$ cat src/design/tbc_pkg.sv
package tbc_pkg;

  //////////////////////////////////////////////////////////////////////////
  // Register offsets on the device's register port.
  localparam logic [15:0] ADDR_BUF_CFG = 16'h010A;
  localparam logic [15:0] ADDR_TX_EVENT = 16'h0128;
  localparam logic [15:0] ADDR_BUF_EVENT = 16'h012C;
  localparam logic [15:0] ADDR_BUS_ST = 16'h0138;
  localparam logic [15:0] ADDR_TX_CMD = 16'h0144;
  localparam logic [15:0] ADDR_TX_LEN = 16'h0146;
  localparam logic [15:0] ADDR_DATA = 16'h0A00;

  //////////////////////////////////////////////////////////////////////////
  // Field positions.
  localparam int CMD_START_LSB = 6;
  localparam int CMD_START_MSB = 7;
  localparam int CMD_FORCE = 8;
  localparam int CMD_ONE_COLL = 9;
  localparam int CMD_FCS_SUPPRESS = 12;
  localparam int CMD_PAD_DISABLE = 13;
  localparam int CFG_READY_IRQ_EN = 8;
  localparam int ST_BID_ERROR = 7;
  localparam int ST_READY_NOW = 8;
  localparam int BEV_READY = 8;
  localparam int BEV_UNDERRUN = 9;
  localparam int TEV_SENT = 8;
  localparam int TEV_LATE_COLL = 9;
  localparam int TEV_JABBER = 10;
  localparam int TEV_EXCESS_COLL = 15;

  //////////////////////////////////////////////////////////////////////////
  // Reset values and masks.
  localparam logic [15:0] REG_RESET = 16'h0000;
  localparam logic [15:0] CFG_WRITE_MASK = 16'h0100;
  localparam logic [15:0] ALL_ONES = 16'hFFFF;

  //////////////////////////////////////////////////////////////////////////
  // Start thresholds, selected by the two start bits of the command.
  localparam logic [1:0] START_SEL_5 = 2'h0;
  localparam logic [1:0] START_SEL_381 = 2'h2;
  localparam logic [1:0] START_SEL_1021 = 2'h1;
  localparam logic [15:0] START_BYTES_5 = 16'h0005;
  localparam logic [15:0] START_BYTES_381 = 16'h017D;
  localparam logic [15:0] START_BYTES_1021 = 16'h03FD;

  //////////////////////////////////////////////////////////////////////////
  // Frame length limits in bytes: 3, 60, 1514 and 1518.
  localparam logic [15:0] LEN_MIN = 16'h0003;
  localparam logic [15:0] LEN_PAD = 16'h003C;
  localparam logic [15:0] LEN_FCS_LIMIT = 16'h05EA;
  localparam logic [15:0] LEN_MAX = 16'h05EE;

  //////////////////////////////////////////////////////////////////////////
  // Types.
  typedef enum logic [2:0] {
    BID_IDLE,
    BID_LEN,
    BID_WAIT,
    BID_NOW,
    BID_EVT
  } tbc_bid_e;

  typedef struct packed {
    logic ok;
    logic excess_coll;
    logic jabber;
    logic late_coll;
  } tbc_result_s;

  typedef struct packed {
    logic [15:0] len;
    logic [15:0] wire_len;
    logic append_fcs;
    logic one_coll;
  } tbc_frame_s;

endpackage

$ cat src/design/tbc_fifo.sv
`timescale 1ns/1ps

// DEPTH must be a power of two; the pointers wrap by plain overflow.
module tbc_fifo #(
  parameter int WIDTH = 16,
  parameter int DEPTH = 16
) (
  input wire logic i_clk,
  input wire logic i_resetn,
  input wire logic i_flush,
  input wire logic i_in_valid,
  output logic o_in_ready,
  input wire logic [WIDTH-1:0] i_in_data,
  output logic o_out_valid,
  input wire logic i_out_ready,
  output logic [WIDTH-1:0] o_out_data
);

  localparam int AW = $clog2(DEPTH);
  localparam logic [AW:0] COUNT_FULL = (AW+1)'(DEPTH);
  localparam logic [AW:0] COUNT_EMPTY = '0;

  logic [WIDTH-1:0] mem [DEPTH];
  logic [AW-1:0] wr_ptr;
  logic [AW-1:0] rd_ptr;
  logic [AW:0] count;
  logic [AW:0] next_count;
  wire push = i_in_valid && o_in_ready;
  wire pop = o_out_valid && i_out_ready;

  assign next_count = count + (AW+1)'(push) - (AW+1)'(pop);
  assign o_out_data = mem[rd_ptr];

  //////////////////////////////////////////////////////////////////////////
  // Flags are registered so both handshakes leave straight from flops.
  always_ff @(posedge i_clk or negedge i_resetn) begin
    if (!i_resetn) begin
      wr_ptr <= '0;
      rd_ptr <= '0;
      count <= COUNT_EMPTY;
      o_in_ready <= 1'b1;
      o_out_valid <= 1'b0;
    end else if (i_flush) begin
      wr_ptr <= '0;
      rd_ptr <= '0;
      count <= COUNT_EMPTY;
      o_in_ready <= 1'b1;
      o_out_valid <= 1'b0;
    end else begin
      if (push) begin
        wr_ptr <= wr_ptr + AW'(1);
      end
      if (pop) begin
        rd_ptr <= rd_ptr + AW'(1);
      end
      count <= next_count;
      o_in_ready <= next_count != COUNT_FULL;
      o_out_valid <= next_count != COUNT_EMPTY;
    end
  end

  always_ff @(posedge i_clk) begin
    if (push) begin
      mem[wr_ptr] <= i_in_data;
    end
  end

endmodule

$ cat src/design/tbc_top.sv
`timescale 1ns/1ps

//////////////////////////////////////////////////////////////////////////////
// Contract
// RULE1: Enough space at request sets ready-now flag.
// RULE2: No space, irq enabled: event flag later.
// RULE3: No space, irq disabled: ready-now flag later.
// RULE4: Commit only after good bid and set-read.
// RULE5: Committed space never taken by later frame.
// RULE6: Line failures raise one of three flags.
// RULE7: Force bit discards committed and queued frames.
// RULE8: Host programs length zero when forcing.
// RULE9: Late host data abandons frame, sets underrun.
// RULE10: Successful send sets frame-sent flag.
// RULE11: Sent length comes from length register.
// RULE12: Pad-disable and fcs-suppress shape the frame.
// RULE13: Short frames padded to 60 unless disabled.
// RULE14: 1514 to 1518 need suppress; above 1518 never.
// RULE15: Lengths below three bytes are refused.
// RULE16: Full duplex host waits before long bids.
// RULE17: Host bids: command, length, then status read.
// RULE18: Invalid length discards bid, sets bid error.
// RULE19: Any frame outcome releases its committed space.
module tbc_top #(
  parameter logic [15:0] BUF_BYTES = 16'h0C00,
  parameter int DATA_W = 16,
  parameter int FIFO_DEPTH = 16
) (
  input wire logic i_clk,
  input wire logic i_resetn,
  input wire logic i_bus_cs,
  input wire logic i_bus_we,
  input wire logic i_bus_re,
  input wire logic [15:0] i_bus_addr,
  input wire logic [DATA_W-1:0] i_bus_wdata,
  output logic [15:0] o_bus_rdata,
  output logic o_bus_rvalid,
  output logic o_data_ready,
  output tbc_pkg::tbc_frame_s o_tx_frame,
  output logic o_tx_req,
  output logic o_tx_abort,
  output logic [DATA_W-1:0] o_tx_data,
  output logic o_tx_valid,
  input wire logic i_tx_ready,
  input wire logic i_line_done,
  input wire tbc_pkg::tbc_result_s i_line_result
);

  ////////////////////////////////////////////////////////////////////////////
  // Address decode.
  wire wr = i_bus_cs && i_bus_we;
  wire rd = i_bus_cs && i_bus_re && !i_bus_we;
  wire wr_cmd = wr && (i_bus_addr == tbc_pkg::ADDR_TX_CMD);
  wire wr_len = wr && (i_bus_addr == tbc_pkg::ADDR_TX_LEN);
  wire wr_cfg = wr && (i_bus_addr == tbc_pkg::ADDR_BUF_CFG);
  wire wr_data = wr && (i_bus_addr == tbc_pkg::ADDR_DATA);
  wire rd_cmd = rd && (i_bus_addr == tbc_pkg::ADDR_TX_CMD);
  wire rd_len = rd && (i_bus_addr == tbc_pkg::ADDR_TX_LEN);
  wire rd_cfg = rd && (i_bus_addr == tbc_pkg::ADDR_BUF_CFG);
  wire rd_st = rd && (i_bus_addr == tbc_pkg::ADDR_BUS_ST);
  wire rd_bev = rd && (i_bus_addr == tbc_pkg::ADDR_BUF_EVENT);
  wire rd_tev = rd && (i_bus_addr == tbc_pkg::ADDR_TX_EVENT);

  logic [15:0] tx_cmd;
  logic [15:0] tx_len;
  logic [15:0] buf_cfg;
  logic [15:0] tx_event;
  logic [15:0] buf_event;
  logic bid_err;
  tbc_pkg::tbc_bid_e bid;
  tbc_pkg::tbc_bid_e next_bid;
  logic frame_busy;
  logic [15:0] words_total;
  logic [15:0] words_in;
  logic [15:0] words_out;
  logic [15:0] start_bytes;
  logic fifo_out_valid;
  logic [DATA_W-1:0] fifo_out_data;

  ////////////////////////////////////////////////////////////////////////////
  // Length policy.
  wire force_cmd = tx_cmd[tbc_pkg::CMD_FORCE];
  wire pad_dis = tx_cmd[tbc_pkg::CMD_PAD_DISABLE];
  wire fcs_sup = tx_cmd[tbc_pkg::CMD_FCS_SUPPRESS];
  wire irq_en = buf_cfg[tbc_pkg::CFG_READY_IRQ_EN];
  wire in_len = bid == tbc_pkg::BID_LEN;
  wire [15:0] len_src = in_len ? i_bus_wdata[15:0] : tx_len;
  wire len_ok = (len_src >= tbc_pkg::LEN_MIN) // [RULE15]
    && (len_src <= tbc_pkg::LEN_MAX) // [RULE14]
    && (fcs_sup || (len_src < tbc_pkg::LEN_FCS_LIMIT)); // [RULE14]
  // Padding applies even with the fcs suppressed. [RULE13]
  wire pad_short = !pad_dis && (len_src < tbc_pkg::LEN_PAD);
  wire [15:0] wire_len = pad_short ? tbc_pkg::LEN_PAD : len_src; // [RULE12]
  // One commitment at a time keeps the committed space private. [RULE5]
  wire space_ok = !frame_busy && (wire_len <= BUF_BYTES);
  wire len_take = wr_len && in_len && !force_cmd;
  wire len_bad = len_take && !len_ok; // [RULE18]

  ////////////////////////////////////////////////////////////////////////////
  // Commitment and frame outcome decode.
  wire commit_st = rd_st && (bid == tbc_pkg::BID_NOW); // [RULE4]
  wire commit_ev = rd_bev && (bid == tbc_pkg::BID_EVT)
    && buf_event[tbc_pkg::BEV_READY]; // [RULE4]
  wire commit = commit_st || commit_ev;
  wire wait_done = (bid == tbc_pkg::BID_WAIT) && space_ok;
  wire ev_ready_set = wait_done && irq_en; // [RULE2]
  wire flush = wr_cmd && i_bus_wdata[tbc_pkg::CMD_FORCE]; // [RULE7]
  wire push_ok = wr_data && frame_busy && (words_in < words_total);
  wire accepted = push_ok && o_data_ready;
  wire out_ready = o_tx_req && (!o_tx_valid || i_tx_ready);
  wire out_load = out_ready && fifo_out_valid;
  // The line asks for a word that neither stage holds. [RULE9]
  wire underrun = o_tx_req && i_tx_ready && !o_tx_valid && !fifo_out_valid
    && (words_out < words_total);
  wire line_end = frame_busy && i_line_done;
  wire release_frame = line_end || underrun || flush; // [RULE19]
  wire [15:0] bytes_in = {words_in[14:0], 1'b0};
  wire start_tx = frame_busy && !o_tx_req
    && ((words_in == words_total) || (bytes_in >= start_bytes));
  wire [16:0] len_round = {1'b0, tx_len} + 17'h00001;
  wire [1:0] start_sel = tx_cmd[tbc_pkg::CMD_START_MSB:tbc_pkg::CMD_START_LSB];
  wire [15:0] start_pick =
    (start_sel == tbc_pkg::START_SEL_5) ? tbc_pkg::START_BYTES_5 :
    (start_sel == tbc_pkg::START_SEL_381) ? tbc_pkg::START_BYTES_381 :
    (start_sel == tbc_pkg::START_SEL_1021) ? tbc_pkg::START_BYTES_1021 :
    tx_len;

  ////////////////////////////////////////////////////////////////////////////
  // Sticky events; a set in the cycle of the clearing read wins.
  logic [15:0] tx_ev_set;
  logic [15:0] buf_ev_set;
  logic [15:0] st_word;
  always_comb begin
    tx_ev_set = tbc_pkg::REG_RESET;
    tx_ev_set[tbc_pkg::TEV_SENT] = line_end && i_line_result.ok; // [RULE10]
    tx_ev_set[tbc_pkg::TEV_EXCESS_COLL] =
      line_end && i_line_result.excess_coll; // [RULE6]
    tx_ev_set[tbc_pkg::TEV_JABBER] =
      line_end && i_line_result.jabber; // [RULE6]
    tx_ev_set[tbc_pkg::TEV_LATE_COLL] =
      line_end && i_line_result.late_coll; // [RULE6]
    buf_ev_set = tbc_pkg::REG_RESET;
    buf_ev_set[tbc_pkg::BEV_READY] = ev_ready_set;
    buf_ev_set[tbc_pkg::BEV_UNDERRUN] = underrun; // [RULE9]
    st_word = tbc_pkg::REG_RESET;
    st_word[tbc_pkg::ST_BID_ERROR] = bid_err;
    st_word[tbc_pkg::ST_READY_NOW] = bid == tbc_pkg::BID_NOW;
  end

  wire [15:0] next_tx_event = (rd_tev ? tbc_pkg::REG_RESET : tx_event)
    | tx_ev_set;
  wire [15:0] next_buf_event = (rd_bev ? tbc_pkg::REG_RESET : buf_event)
    | buf_ev_set;
  wire next_bid_err = (bid_err && !wr_cmd) || len_bad; // [RULE18]
  wire [15:0] rd_word =
    rd_cmd ? tx_cmd :
    rd_len ? tx_len :
    rd_cfg ? buf_cfg :
    rd_st ? st_word :
    rd_bev ? buf_event :
    rd_tev ? tx_event :
    tbc_pkg::REG_RESET;

  ////////////////////////////////////////////////////////////////////////////
  // Bid sequencing.
  always_comb begin
    next_bid = bid;
    case (bid)
      tbc_pkg::BID_IDLE: begin
        next_bid = tbc_pkg::BID_IDLE;
      end
      tbc_pkg::BID_LEN: begin
        if (wr_len) begin
          if (force_cmd || !len_ok) begin
            next_bid = tbc_pkg::BID_IDLE; // [RULE18]
          end else if (space_ok) begin
            next_bid = tbc_pkg::BID_NOW; // [RULE1]
          end else begin
            next_bid = tbc_pkg::BID_WAIT;
          end
        end
      end
      tbc_pkg::BID_WAIT: begin
        if (wait_done) begin
          // With interrupts disabled the poll flag stands instead. [RULE3]
          next_bid = irq_en ? tbc_pkg::BID_EVT : tbc_pkg::BID_NOW; // [RULE2]
        end
      end
      tbc_pkg::BID_NOW: begin
        if (commit_st) begin
          next_bid = tbc_pkg::BID_IDLE;
        end
      end
      tbc_pkg::BID_EVT: begin
        if (commit_ev) begin
          next_bid = tbc_pkg::BID_IDLE;
        end
      end
      default: begin
        next_bid = tbc_pkg::BID_IDLE;
      end
    endcase
    if (wr_cmd) begin
      next_bid = tbc_pkg::BID_LEN;
    end
  end

  ////////////////////////////////////////////////////////////////////////////
  // Registers.
  always_ff @(posedge i_clk or negedge i_resetn) begin
    if (!i_resetn) begin
      tx_cmd <= tbc_pkg::REG_RESET;
      tx_len <= tbc_pkg::REG_RESET;
      buf_cfg <= tbc_pkg::REG_RESET;
      tx_event <= tbc_pkg::REG_RESET;
      buf_event <= tbc_pkg::REG_RESET;
      bid_err <= 1'b0;
      bid <= tbc_pkg::BID_IDLE;
      o_bus_rdata <= tbc_pkg::REG_RESET;
      o_bus_rvalid <= 1'b0;
    end else begin
      tx_cmd <= wr_cmd ? i_bus_wdata[15:0] : tx_cmd;
      tx_len <= len_take ? i_bus_wdata[15:0] : tx_len; // [RULE11]
      buf_cfg <= wr_cfg ? (i_bus_wdata[15:0] & tbc_pkg::CFG_WRITE_MASK)
        : buf_cfg;
      tx_event <= next_tx_event;
      buf_event <= next_buf_event;
      bid_err <= next_bid_err;
      bid <= next_bid;
      o_bus_rdata <= rd_word;
      o_bus_rvalid <= rd;
    end
  end

  // A release also drops any frame still queued behind the line. [RULE7]
  always_ff @(posedge i_clk or negedge i_resetn) begin
    if (!i_resetn) begin
      frame_busy <= 1'b0;
      o_tx_req <= 1'b0;
      o_tx_frame <= '0;
      words_total <= tbc_pkg::REG_RESET;
      words_in <= tbc_pkg::REG_RESET;
      words_out <= tbc_pkg::REG_RESET;
      start_bytes <= tbc_pkg::REG_RESET;
    end else if (release_frame) begin
      frame_busy <= 1'b0; // [RULE19]
      o_tx_req <= 1'b0;
    end else if (commit) begin
      frame_busy <= 1'b1; // [RULE4]
      o_tx_frame.len <= tx_len; // [RULE11]
      o_tx_frame.wire_len <= wire_len; // [RULE13]
      o_tx_frame.append_fcs <= !fcs_sup; // [RULE12]
      o_tx_frame.one_coll <= tx_cmd[tbc_pkg::CMD_ONE_COLL];
      words_total <= len_round[16:1];
      words_in <= tbc_pkg::REG_RESET;
      words_out <= tbc_pkg::REG_RESET;
      start_bytes <= start_pick;
    end else begin
      o_tx_req <= o_tx_req || start_tx;
      words_in <= words_in + 16'(accepted);
      words_out <= words_out + 16'(out_load);
    end
  end

  always_ff @(posedge i_clk or negedge i_resetn) begin
    if (!i_resetn) begin
      o_tx_valid <= 1'b0;
      o_tx_data <= '0;
      o_tx_abort <= 1'b0;
    end else begin
      o_tx_valid <= !release_frame
        && (out_load || (o_tx_valid && !i_tx_ready));
      o_tx_data <= out_load ? fifo_out_data : o_tx_data;
      o_tx_abort <= frame_busy && (underrun || flush); // [RULE9]
    end
  end

  ////////////////////////////////////////////////////////////////////////////
  // Frame data buffer; a full buffer holds off the host's data writes.
  tbc_fifo #(
    .WIDTH(DATA_W),
    .DEPTH(FIFO_DEPTH)
  ) u_fifo (
    .i_clk(i_clk),
    .i_resetn(i_resetn),
    .i_flush(release_frame),
    .i_in_valid(push_ok),
    .o_in_ready(o_data_ready),
    .i_in_data(i_bus_wdata),
    .o_out_valid(fifo_out_valid),
    .i_out_ready(out_ready),
    .o_out_data(fifo_out_data)
  );

  ////////////////////////////////////////////////////////////////////////////
  // Checks.
  property p_ready_now;
    @(posedge i_clk) disable iff (!i_resetn)
    len_take && len_ok && space_ok |=> bid == tbc_pkg::BID_NOW;
  endproperty
  a_ready_now: assert property (p_ready_now) // [RULE1]
    else $error("Ready-now flag missing after bid with space.");

  property p_ready_event;
    @(posedge i_clk) disable iff (!i_resetn)
    ev_ready_set && !wr_cmd |=> buf_event[tbc_pkg::BEV_READY]
      && (bid == tbc_pkg::BID_EVT);
  endproperty
  a_ready_event: assert property (p_ready_event) // [RULE2]
    else $error("Ready event not raised when space freed.");

  property p_ready_poll;
    @(posedge i_clk) disable iff (!i_resetn)
    wait_done && !irq_en && !wr_cmd |=> bid == tbc_pkg::BID_NOW
      && !$rose(buf_event[tbc_pkg::BEV_READY]);
  endproperty
  a_ready_poll: assert property (p_ready_poll) // [RULE3]
    else $error("Poll flag not raised when space freed.");

  property p_commit_cause;
    @(posedge i_clk) disable iff (!i_resetn)
    $rose(frame_busy) |-> $past(commit_st) || $past(commit_ev);
  endproperty
  a_commit_cause: assert property (p_commit_cause) // [RULE4]
    else $error("Space committed without a set-flag read.");

  property p_one_commit;
    @(posedge i_clk) disable iff (!i_resetn)
    frame_busy |-> bid != tbc_pkg::BID_NOW && bid != tbc_pkg::BID_EVT;
  endproperty
  a_one_commit: assert property (p_one_commit) // [RULE5]
    else $error("Second frame granted while space committed.");

  property p_fail_flag;
    @(posedge i_clk) disable iff (!i_resetn)
    line_end && i_line_result.jabber ##1 !rd_tev
      |=> tx_event[tbc_pkg::TEV_JABBER] && !frame_busy;
  endproperty
  a_fail_flag: assert property (p_fail_flag) // [RULE6]
    else $error("Line failure flag lost.");

  property p_flush;
    @(posedge i_clk) disable iff (!i_resetn)
    flush |=> !frame_busy && !o_tx_req && !o_tx_valid ##1 !o_tx_valid;
  endproperty
  a_flush: assert property (p_flush) // [RULE7]
    else $error("Frame survived a force command.");

  property p_underrun;
    @(posedge i_clk) disable iff (!i_resetn)
    underrun |=> buf_event[tbc_pkg::BEV_UNDERRUN] && o_tx_abort && !o_tx_req;
  endproperty
  a_underrun: assert property (p_underrun) // [RULE9]
    else $error("Underrun not reported.");

  property p_sent;
    @(posedge i_clk) disable iff (!i_resetn)
    line_end && i_line_result.ok |=> tx_event[tbc_pkg::TEV_SENT];
  endproperty
  a_sent: assert property (p_sent) // [RULE10]
    else $error("Frame-sent flag not set.");

  property p_pad;
    @(posedge i_clk) disable iff (!i_resetn)
    $rose(frame_busy) |-> (pad_dis || o_tx_frame.wire_len >= tbc_pkg::LEN_PAD)
      && (o_tx_frame.len == tx_len);
  endproperty
  a_pad: assert property (p_pad) // [RULE13]
    else $error("Short frame not padded or length mismatch.");

  property p_bid_error;
    @(posedge i_clk) disable iff (!i_resetn)
    len_take && (i_bus_wdata[15:0] < tbc_pkg::LEN_MIN
      || i_bus_wdata[15:0] > tbc_pkg::LEN_MAX)
      |=> bid_err && bid == tbc_pkg::BID_IDLE;
  endproperty
  a_bid_error: assert property (p_bid_error) // [RULE18]
    else $error("Bad length accepted without bid error.");

  property p_release;
    @(posedge i_clk) disable iff (!i_resetn)
    line_end || underrun |=> !frame_busy ##1 o_data_ready;
  endproperty
  a_release: assert property (p_release) // [RULE19]
    else $error("Committed space not released.");

endmodule

$ cat config.mk
export PLATFORM = sky130hd
export DESIGN_NAME = tbc_top
export DESIGN_NICKNAME = d
export VERILOG_FILES = /design/src/design/tbc_pkg.sv /design/src/design/tbc_fifo.sv /design/src/design/tbc_top.sv
export SDC_FILE = /design/constraint.sdc
export NUM_CORES = 1
export LEC_CHECK = 0
export ABC_AREA = 1
export BUFFER_PORTS_ARGS = -buffer_cell sky130_fd_sc_hd__buf_2
export CORE_ASPECT_RATIO = 1.5
export CORE_MARGIN = 2
export CORE_UTILIZATION = 43
export CTS_BUF_LIST = sky130_fd_sc_hd__clkbuf_8
export CTS_CLUSTER_DIAMETER = 150
export DETAILED_ROUTE_END_ITERATION = 10
export SETUP_SLACK_MARGIN = 0.05
export SKIP_LAST_GASP = 1
export SYNTH_ARGS = -nofsm -noshare
export SYNTH_HDL_FRONTEND = slang
export SYNTH_HIERARCHICAL = 1
export SYNTH_SLANG_ARGS = --single-unit
$ cat constraint.sdc
create_clock -name i_clk -period 3.2 [get_ports i_clk]
set_input_delay 0.16 -clock i_clk [delete_from_list [all_inputs] [get_ports i_clk]]
set_output_delay 0.16 -clock i_clk [all_outputs]
set_load 0.1 [all_outputs]
## Word level (Yosys, flattened, before mapping)

Memory sizes are Yosys's and may differ from the RTL's. A register that Yosys moved wholly into a read port is not among the register bits.
Index checks and enable logic that the tools add are counted.
Widths: inputs -> output; s select.

| word-level totals | value |
|---|---|
| memories kept | 1 |
| input bits | 43 |
| output and inout bits | 71 |
| bits in writable memories | 256 |
| register bits after elaboration | 203 |
| word-level logic and storage cells | 179 |

| cells by class | value |
|---|---|
| reductions and logical operators | 77 |
| magnitude comparators | 8 |
| mux-type cells | 37 |
| bitwise operators | 3 |
| equal/unequal tests | 20 |
| add/sub/neg operators | 7 |

Memories:

| name | words | width | rd ports | clocked after Yosys merged registers in | write ports | RTL line | RTL |
|---|---|---|---|---|---|---|---|
| u_fifo.mem | 16 | 16 | 1 | 1 | 1 | tbc_fifo.sv:23 | `logic [WIDTH-1:0] mem [DEPTH];` |

Operator list:

| kind | count |
|---|---|
| $mux 16 | 15 |
| $eq 16x9->1 const B | 6 |
| $logic_and 1x1->1 | 46 |
| $add 16x1->16 | 2 |
| $lt 16x16->1 | 2 |
| $mux 3 | 6 |
| $add 16x1->17 const B | 1 |
| $eq 16x12->1 const B | 1 |
| $eq 16x16->1 | 1 |
| $ge 16x16->1 | 1 |
| $ge 16x2->1 const B | 1 |
| $le 16x11->1 const B | 1 |
| $le 16x12->1 const B | 1 |
| $lt 16x11->1 const B | 1 |
| $lt 16x6->1 const B | 1 |
| $mux 4 | 4 |
| $or 16x10->16 | 1 |
| $or 16x16->16 | 1 |
| $logic_not 1->1 | 13 |
| $ne 3x3->1 const B | 4 |
| $pmux 3 s4 | 1 |
| $logic_or 1x1->1 | 11 |
| $mux 1 | 9 |
| $add 4x1->4 const B | 2 |
| 17 further kinds | 20 |

## Longest topological paths before layout

| depth | value |
|---|---|
| depth after elaboration | 12 |
| mapped depth | 22 |
| mapped depth without buffers | 22 |

## Cells and area by module

The synthesis kept the hierarchy.

Modules (own cells, without submodules):

| module | sequential area each (µm²) | cells each | times used | area an instance (µm²) |
|---|---|---|---|---|
| tbc_fifo | 8,064.0 | 1,161 | 1 | 11,836.4 |
| tbc_top | 4,454.3 | 1,193 | 1 | 9,914.5 |

## Least setup slack after synthesis

OpenSTA, ideal clock, no wires.

| timing | value |
|---|---|
| path kind | register to register |
| start point | reg o_tx_req |
| end point | reg words_out[10] |
| library setup time | 0.123 ns |
| path slack | 0.109 ns |
| cell stages (with the launch flop) | 13 |
| arrival | 2.968 ns |
| clock period less this slack | 3.091 ns |
| buffers on the path | 1 |
| required time | 3.077 ns |
| cell sequence | dfrtp_1 inv_1 a21oi_1 nand2_1 clkinv_1 clkbuf_1 ha_1 ha_1 nand3_1 nor3_1 nand4_1 nor3b_1 nor2_1 |

| between the ends | value |
|---|---|
| elaborated cells between the ends (all ways) | 10 |
| classes of those cells | add/sub (1); mux (1); reduce/logical (8) |

RTL lines:

| item | RTL line | RTL |
|---|---|---|
| start: declaration | tbc_top.sv:40 | `output logic o_tx_req,` |
| start signal: assignment | tbc_top.sv:259 | `o_tx_req <= o_tx_req \|\| start_tx;` |
| $logic_and 1x1->1 | tbc_top.sv:110 | `wire out_ready = o_tx_req && (!o_tx_valid \|\| i_tx_ready);` |
| net out_ready | tbc_top.sv:110 |  |
| $logic_and 1x1->1 | tbc_top.sv:111 | `wire out_load = out_ready && fifo_out_valid;` |
| net out_load | tbc_top.sv:111 |  |
| $add 16x1->16 | tbc_top.sv:261 | `words_out <= words_out + 16'(out_load);` |
| $mux 16 | tbc_top.sv:248 | `end else if (commit) begin` |
| end signal: assignment | tbc_top.sv:243 | `words_out <= tbc_pkg::REG_RESET;` |
| end signal: assignment | tbc_top.sv:256 | `words_out <= tbc_pkg::REG_RESET;` |
| end signal: assignment | tbc_top.sv:261 |  |
| end: declaration | tbc_top.sv:75 | `logic [15:0] words_out;` |

The timed path passes the listed nets, and every way through them passes these cells.
A chain may end at the register's enable or synchronous reset.

## Worst setup path after layout

| timing | value |
|---|---|
| start point | reg words_in[13] |
| end point | reg u_fifo.o_out_valid |

| between the ends | value |
|---|---|
| cells in the longest elaborated chain, start to end | 7 |

RTL lines:

| item | RTL line | RTL |
|---|---|---|
| start: declaration | tbc_top.sv:74 | `logic [15:0] words_in;` |
| start signal: assignment | tbc_top.sv:242 | `words_in <= tbc_pkg::REG_RESET;` |
| start signal: assignment | tbc_top.sv:255 | `words_in <= tbc_pkg::REG_RESET;` |
| start signal: assignment | tbc_top.sv:260 | `words_in <= words_in + 16'(accepted);` |
| $lt 16x16->1 | tbc_top.sv:108 | `wire push_ok = wr_data && frame_busy && (words_in < words_total);` |
| $logic_and 1x1->1 | tbc_top.sv:108 |  |
| net push_ok | tbc_top.sv:108 |  |
| $logic_and 1x1->1 | tbc_fifo.sv:28 | `wire push = i_in_valid && o_in_ready;` |
| $add 5x1->5 | tbc_fifo.sv:31 | `assign next_count = count + (AW+1)'(push) - (AW+1)'(pop);` |
| $sub 5x1->5 | tbc_fifo.sv:31 |  |
| $reduce_bool 5->1 | tbc_fifo.sv:58 | `o_out_valid <= next_count != COUNT_EMPTY;` |
| $mux 1 | tbc_fifo.sv:43 | `end else if (i_flush) begin` |
| end signal: assignment | tbc_fifo.sv:42 | `o_out_valid <= 1'b0;` |
| end signal: assignment | tbc_fifo.sv:48 | `o_out_valid <= 1'b0;` |
| end signal: assignment | tbc_fifo.sv:58 |  |
| end: declaration | tbc_fifo.sv:14 | `output logic o_out_valid,` |

The timed path passes the listed nets, and every way through them passes these cells.

==> out/metrics.yaml <==
run_status: "finished, final reports clean"
top_cells_by_instance_count_after_synthesis: "nand2_1 (687), inv_1 (341), edfxtp_1 (256), nand3_1 (256), dfrtp_1 (192)"
ys.warnings.count: 6
mappedNetlistArea_sq_um: 21800
maxSlewViolCount: 0
yosysSeqAreaShare_pct: 57.6
leak_uw: 0.0117
r2r-start: "words_in[13]"
max_slew_headroom_pct: 41.5
grt_first_pass_wirelength_um: 95400
detail-route-antenna-nets: 0
detail_route.wl_per_cell_um: 18.9
drt-initial-drc-count: 1060
final_core_utilization_pct: 49.5
critPathLaunchType: "register"
post_drt_via_cell_ratio: 5.12
skew_ns: 0.0305
cts.root.buffer_cell: "clkbuf_8"
clock_tree_from_tritoncts: "done"
weighted_congestion_at_the_end_of_routability_driven_global_placement: 0.915
min_period_ns: 2.98
number_of_stages_on_the_worst_hold_path: 5
fin_nets: 2639
grt_start_max_net_pins: 131
critical-path-top-delay-family: "adder cells"
grt-ovfl-total: 0
reg2reg_depth: 16
worst_setup_hold_path_clk_slew_ns: 0.06
num_vias: 16700
synth_nets: 2459
power_density_nw_per_um2: 649
insertion_delay_ns: 0.64
critical_path.n_buffers_inverters: 2
dp_hpwl_um: 43300
postSynthCellCount: 2354
synth_edf_count: 256
crit_required_ns: 3.71
finalSetupViolations: 0
worst_path_max_fanout: 6
critPathArrivalTime_ns: 3.49
worstSetupEndpointType: "register"
synth_most_common_cell: "nand2_1"
holdWs_ns: 0.0438
htreeDepth: 3
cp_slowest_cell: "dfrtp_1"
flop_to_flop_setup_slack_ns: 0.22
die-width_um: 188
drt-total-wl_um: 61700
initial_utilization_pct: 43.2
cp_slowest_stage_delay_ns: 0.45
timing.setup.critical_path_class: "register to register"
drc: 0
peakVddDrop_v: 0.000624
groute.usage.overall_pct: 23.8
number_of_global_route_vias_before_repair: 16615
rsz0062_at_grt: "true"
die_h_um: 279
max_clock_freq_mhz: 335
commonest_register_cell_after_synthesis: "edfxtp_1"
hold_path_end: "buf_event[9]"
crit_path_frequent_cell: "nand2_1"
timing.final.crit_share_pct: 93.2
layout.filler_cells: 4837
ys_top_cells_by_area: "edfxtp_1 (35%), dfrtp_1 (22%), nand2_1 (12%), nand3_1 (5.9%), inv_1 (5.9%)"
register_bit_total_from_synthesis: 449
reg2reg_to: "u_fifo/o_out_valid"
netlist.area_leader.share_pct: 35.3
rows: 101
hold_path.startpoint: "i_bus_addr[2]"
yosys.cell_types.count: 56
synth_async_sr_flop_share_pct: 43.0
crit_chain: "ha_1 > a21oi_1 > o211a_1 > nand4_1 > nor2_1 > nand2_1 > ha_1 > inv_2 > ha_4 > fa_2 > inv_2 > nand2_1 > nor2_1 > nand3_1 > nand2_1 > nand2_1"
min_path_type: "input pin to register"
synth.largest_area_cell: "edfxtp_1"
placedCellCount: 3108
tritoncts.num_buffers: 72
worst-slew-pin-transition_ns: 0.876
drt_pre_antenna_iters: 5
syn2layout_area_growth_pct: 14.5
port_buffers: 113
final_cell_count_no_fill: 3262
tns_ns: 0
placeable_core_region_sq_um: 50300
antenna_found_initial: 2
final_hold_viol_count: 0
top_level_ports: 114
clk_path_buf_depth: 3
cts_num_sinks: 449
syn-mean-instance-area_sq_um: 9.24
fraction_of_layout_instances_using_a_drive_strength_above_1_pct: 14.7
timing.max_cap.violations: 0
die_area_sq_um: 52400
placed cells by master, fill, tap and decap left out, types with 58 or more instances in the layout:
| master | instances |
|---|---|
| nand2_1 | 687 |
| nor2_1 | 81 |
| buf_2 | 112 |
| dfrtp_1 | 190 |
| ha_1 | 58 |
| inv_1 | 367 |
| clkbuf_8 | 82 |
| buf_4 | 59 |
| edfxtp_1 | 256 |
| nand3_1 | 256 |
| o21ai_0 | 88 |
where the power goes:
part / internal, uW / switching [uW] / leakage (uW)
combinational: 1270 / 3520 / 0.00613
clock: 2490 / 2320 / 0.000827
sequential: 6370 / 194 / 0.00478
tightest hold or removal path: stages:
cell,delay (ns)
buf_2,0.13
nand4_1,0.09
or2_4,0.13
nand2_1,0.05
nand2_1,0.06
final cells by class:
type / instances / area (sq um) / area share [%]
Clock buffer: 81 / 1110 / 4.48
Timing Repair Buffer: 199 / 1360 / 5.45
Tap cell: 669 / 837 / 3.36
Sequential cell: 449 / 12500 / 50.3
Multi-Input combinational cell: 1458 / 7470 / 30.0
Antenna cell: 1 / 2.50 / 0.0100
Clock inverter: 51 / 268 / 1.07
Inverter: 354 / 1340 / 5.38
layer usage:
| metal | track usage (%) | share of wire [%] | vias up |
|---|---|---|---|
| met5 | 0 | 0 | - |
| met4 | 12.7 | 5.4 | 0 |
| met3 | 3.46 | 4.6 | 164 |
| met2 | 43.5 | 52 | 501 |
| met1 | 26.9 | 38 | 7983 |
| li1 | - | - | 8052 |
sequential cells by signal, summed over array words and instances (netlist names), 2 cells and up:
signal,count
words_in,16
words_total,16
u_fifo/rd_ptr,4
u_fifo/mem,256
u_fifo/count,5
tx_len,16
u_fifo/wr_ptr,4
o_tx_data,16
buf_event,2
bid,3
o_bus_rdata,16
words_out,16
tx_cmd,16
start_bytes,16
o_tx_frame,34
tx_event,4
worst max path at each step:
stage,startpoint,endpoint,slack [ns],cells past startpoint
after floorplan,o_tx_req,words_out[10],0.11,12
after global placement,words_in[1],u_fifo/o_out_valid,0.18,19
after detailed placement,words_in[1],words_in[12],0.13,15
after CTS,words_in[13],words_in[12],0.1,12
after global routing,words_in[15],words_in[12],0.04,13
final,words_in[13],u_fifo/o_out_valid,0.22,16
cells by family after synthesis:
logic type / count (synthesis) / share of synthesized area [%]
and+or+nand+nor: 1133 / 22.4
buffers and inverters: 447 / 8.54
xor gates and xnor gates: 30 / 1.21
adders and majority gates: 62 / 3.60
DFF: 449 / 57.6
muxes: 2 / 0.104
AOI/OAI and AO/OA: 231 / 6.55
stage by stage:
| stage | area (sq um) | setup slack, ns | total power, uW |
|---|---|---|---|
| 2_1_floorplan | 21800 | 0.109 | 10000 |
| 3_3_place_gp | 23300 | 0.182 | 11400 |
| 3_5_place_dp | 23300 | 0.126 | 11500 |
| 4_1_cts | 24800 | 0.0959 | 16300 |
| 5_1_grt | 24900 | 0.0375 | 17000 |
| 6_report | 24900 | 0.217 | 16200 |
repair_timing:
| action | 4_1_cts | 5_1_grt |
|---|---|---|
| hold buffers | 20 | 0 |
| endpoints found under the hold margin | 190 | 0 |
| resized for setup | 0 | 16 |
| buffers inserted | 0 | 1 |
| setup endpoints to repair | 0 | 8 |
Note: power is estimated with default switching activity, not from simulation.
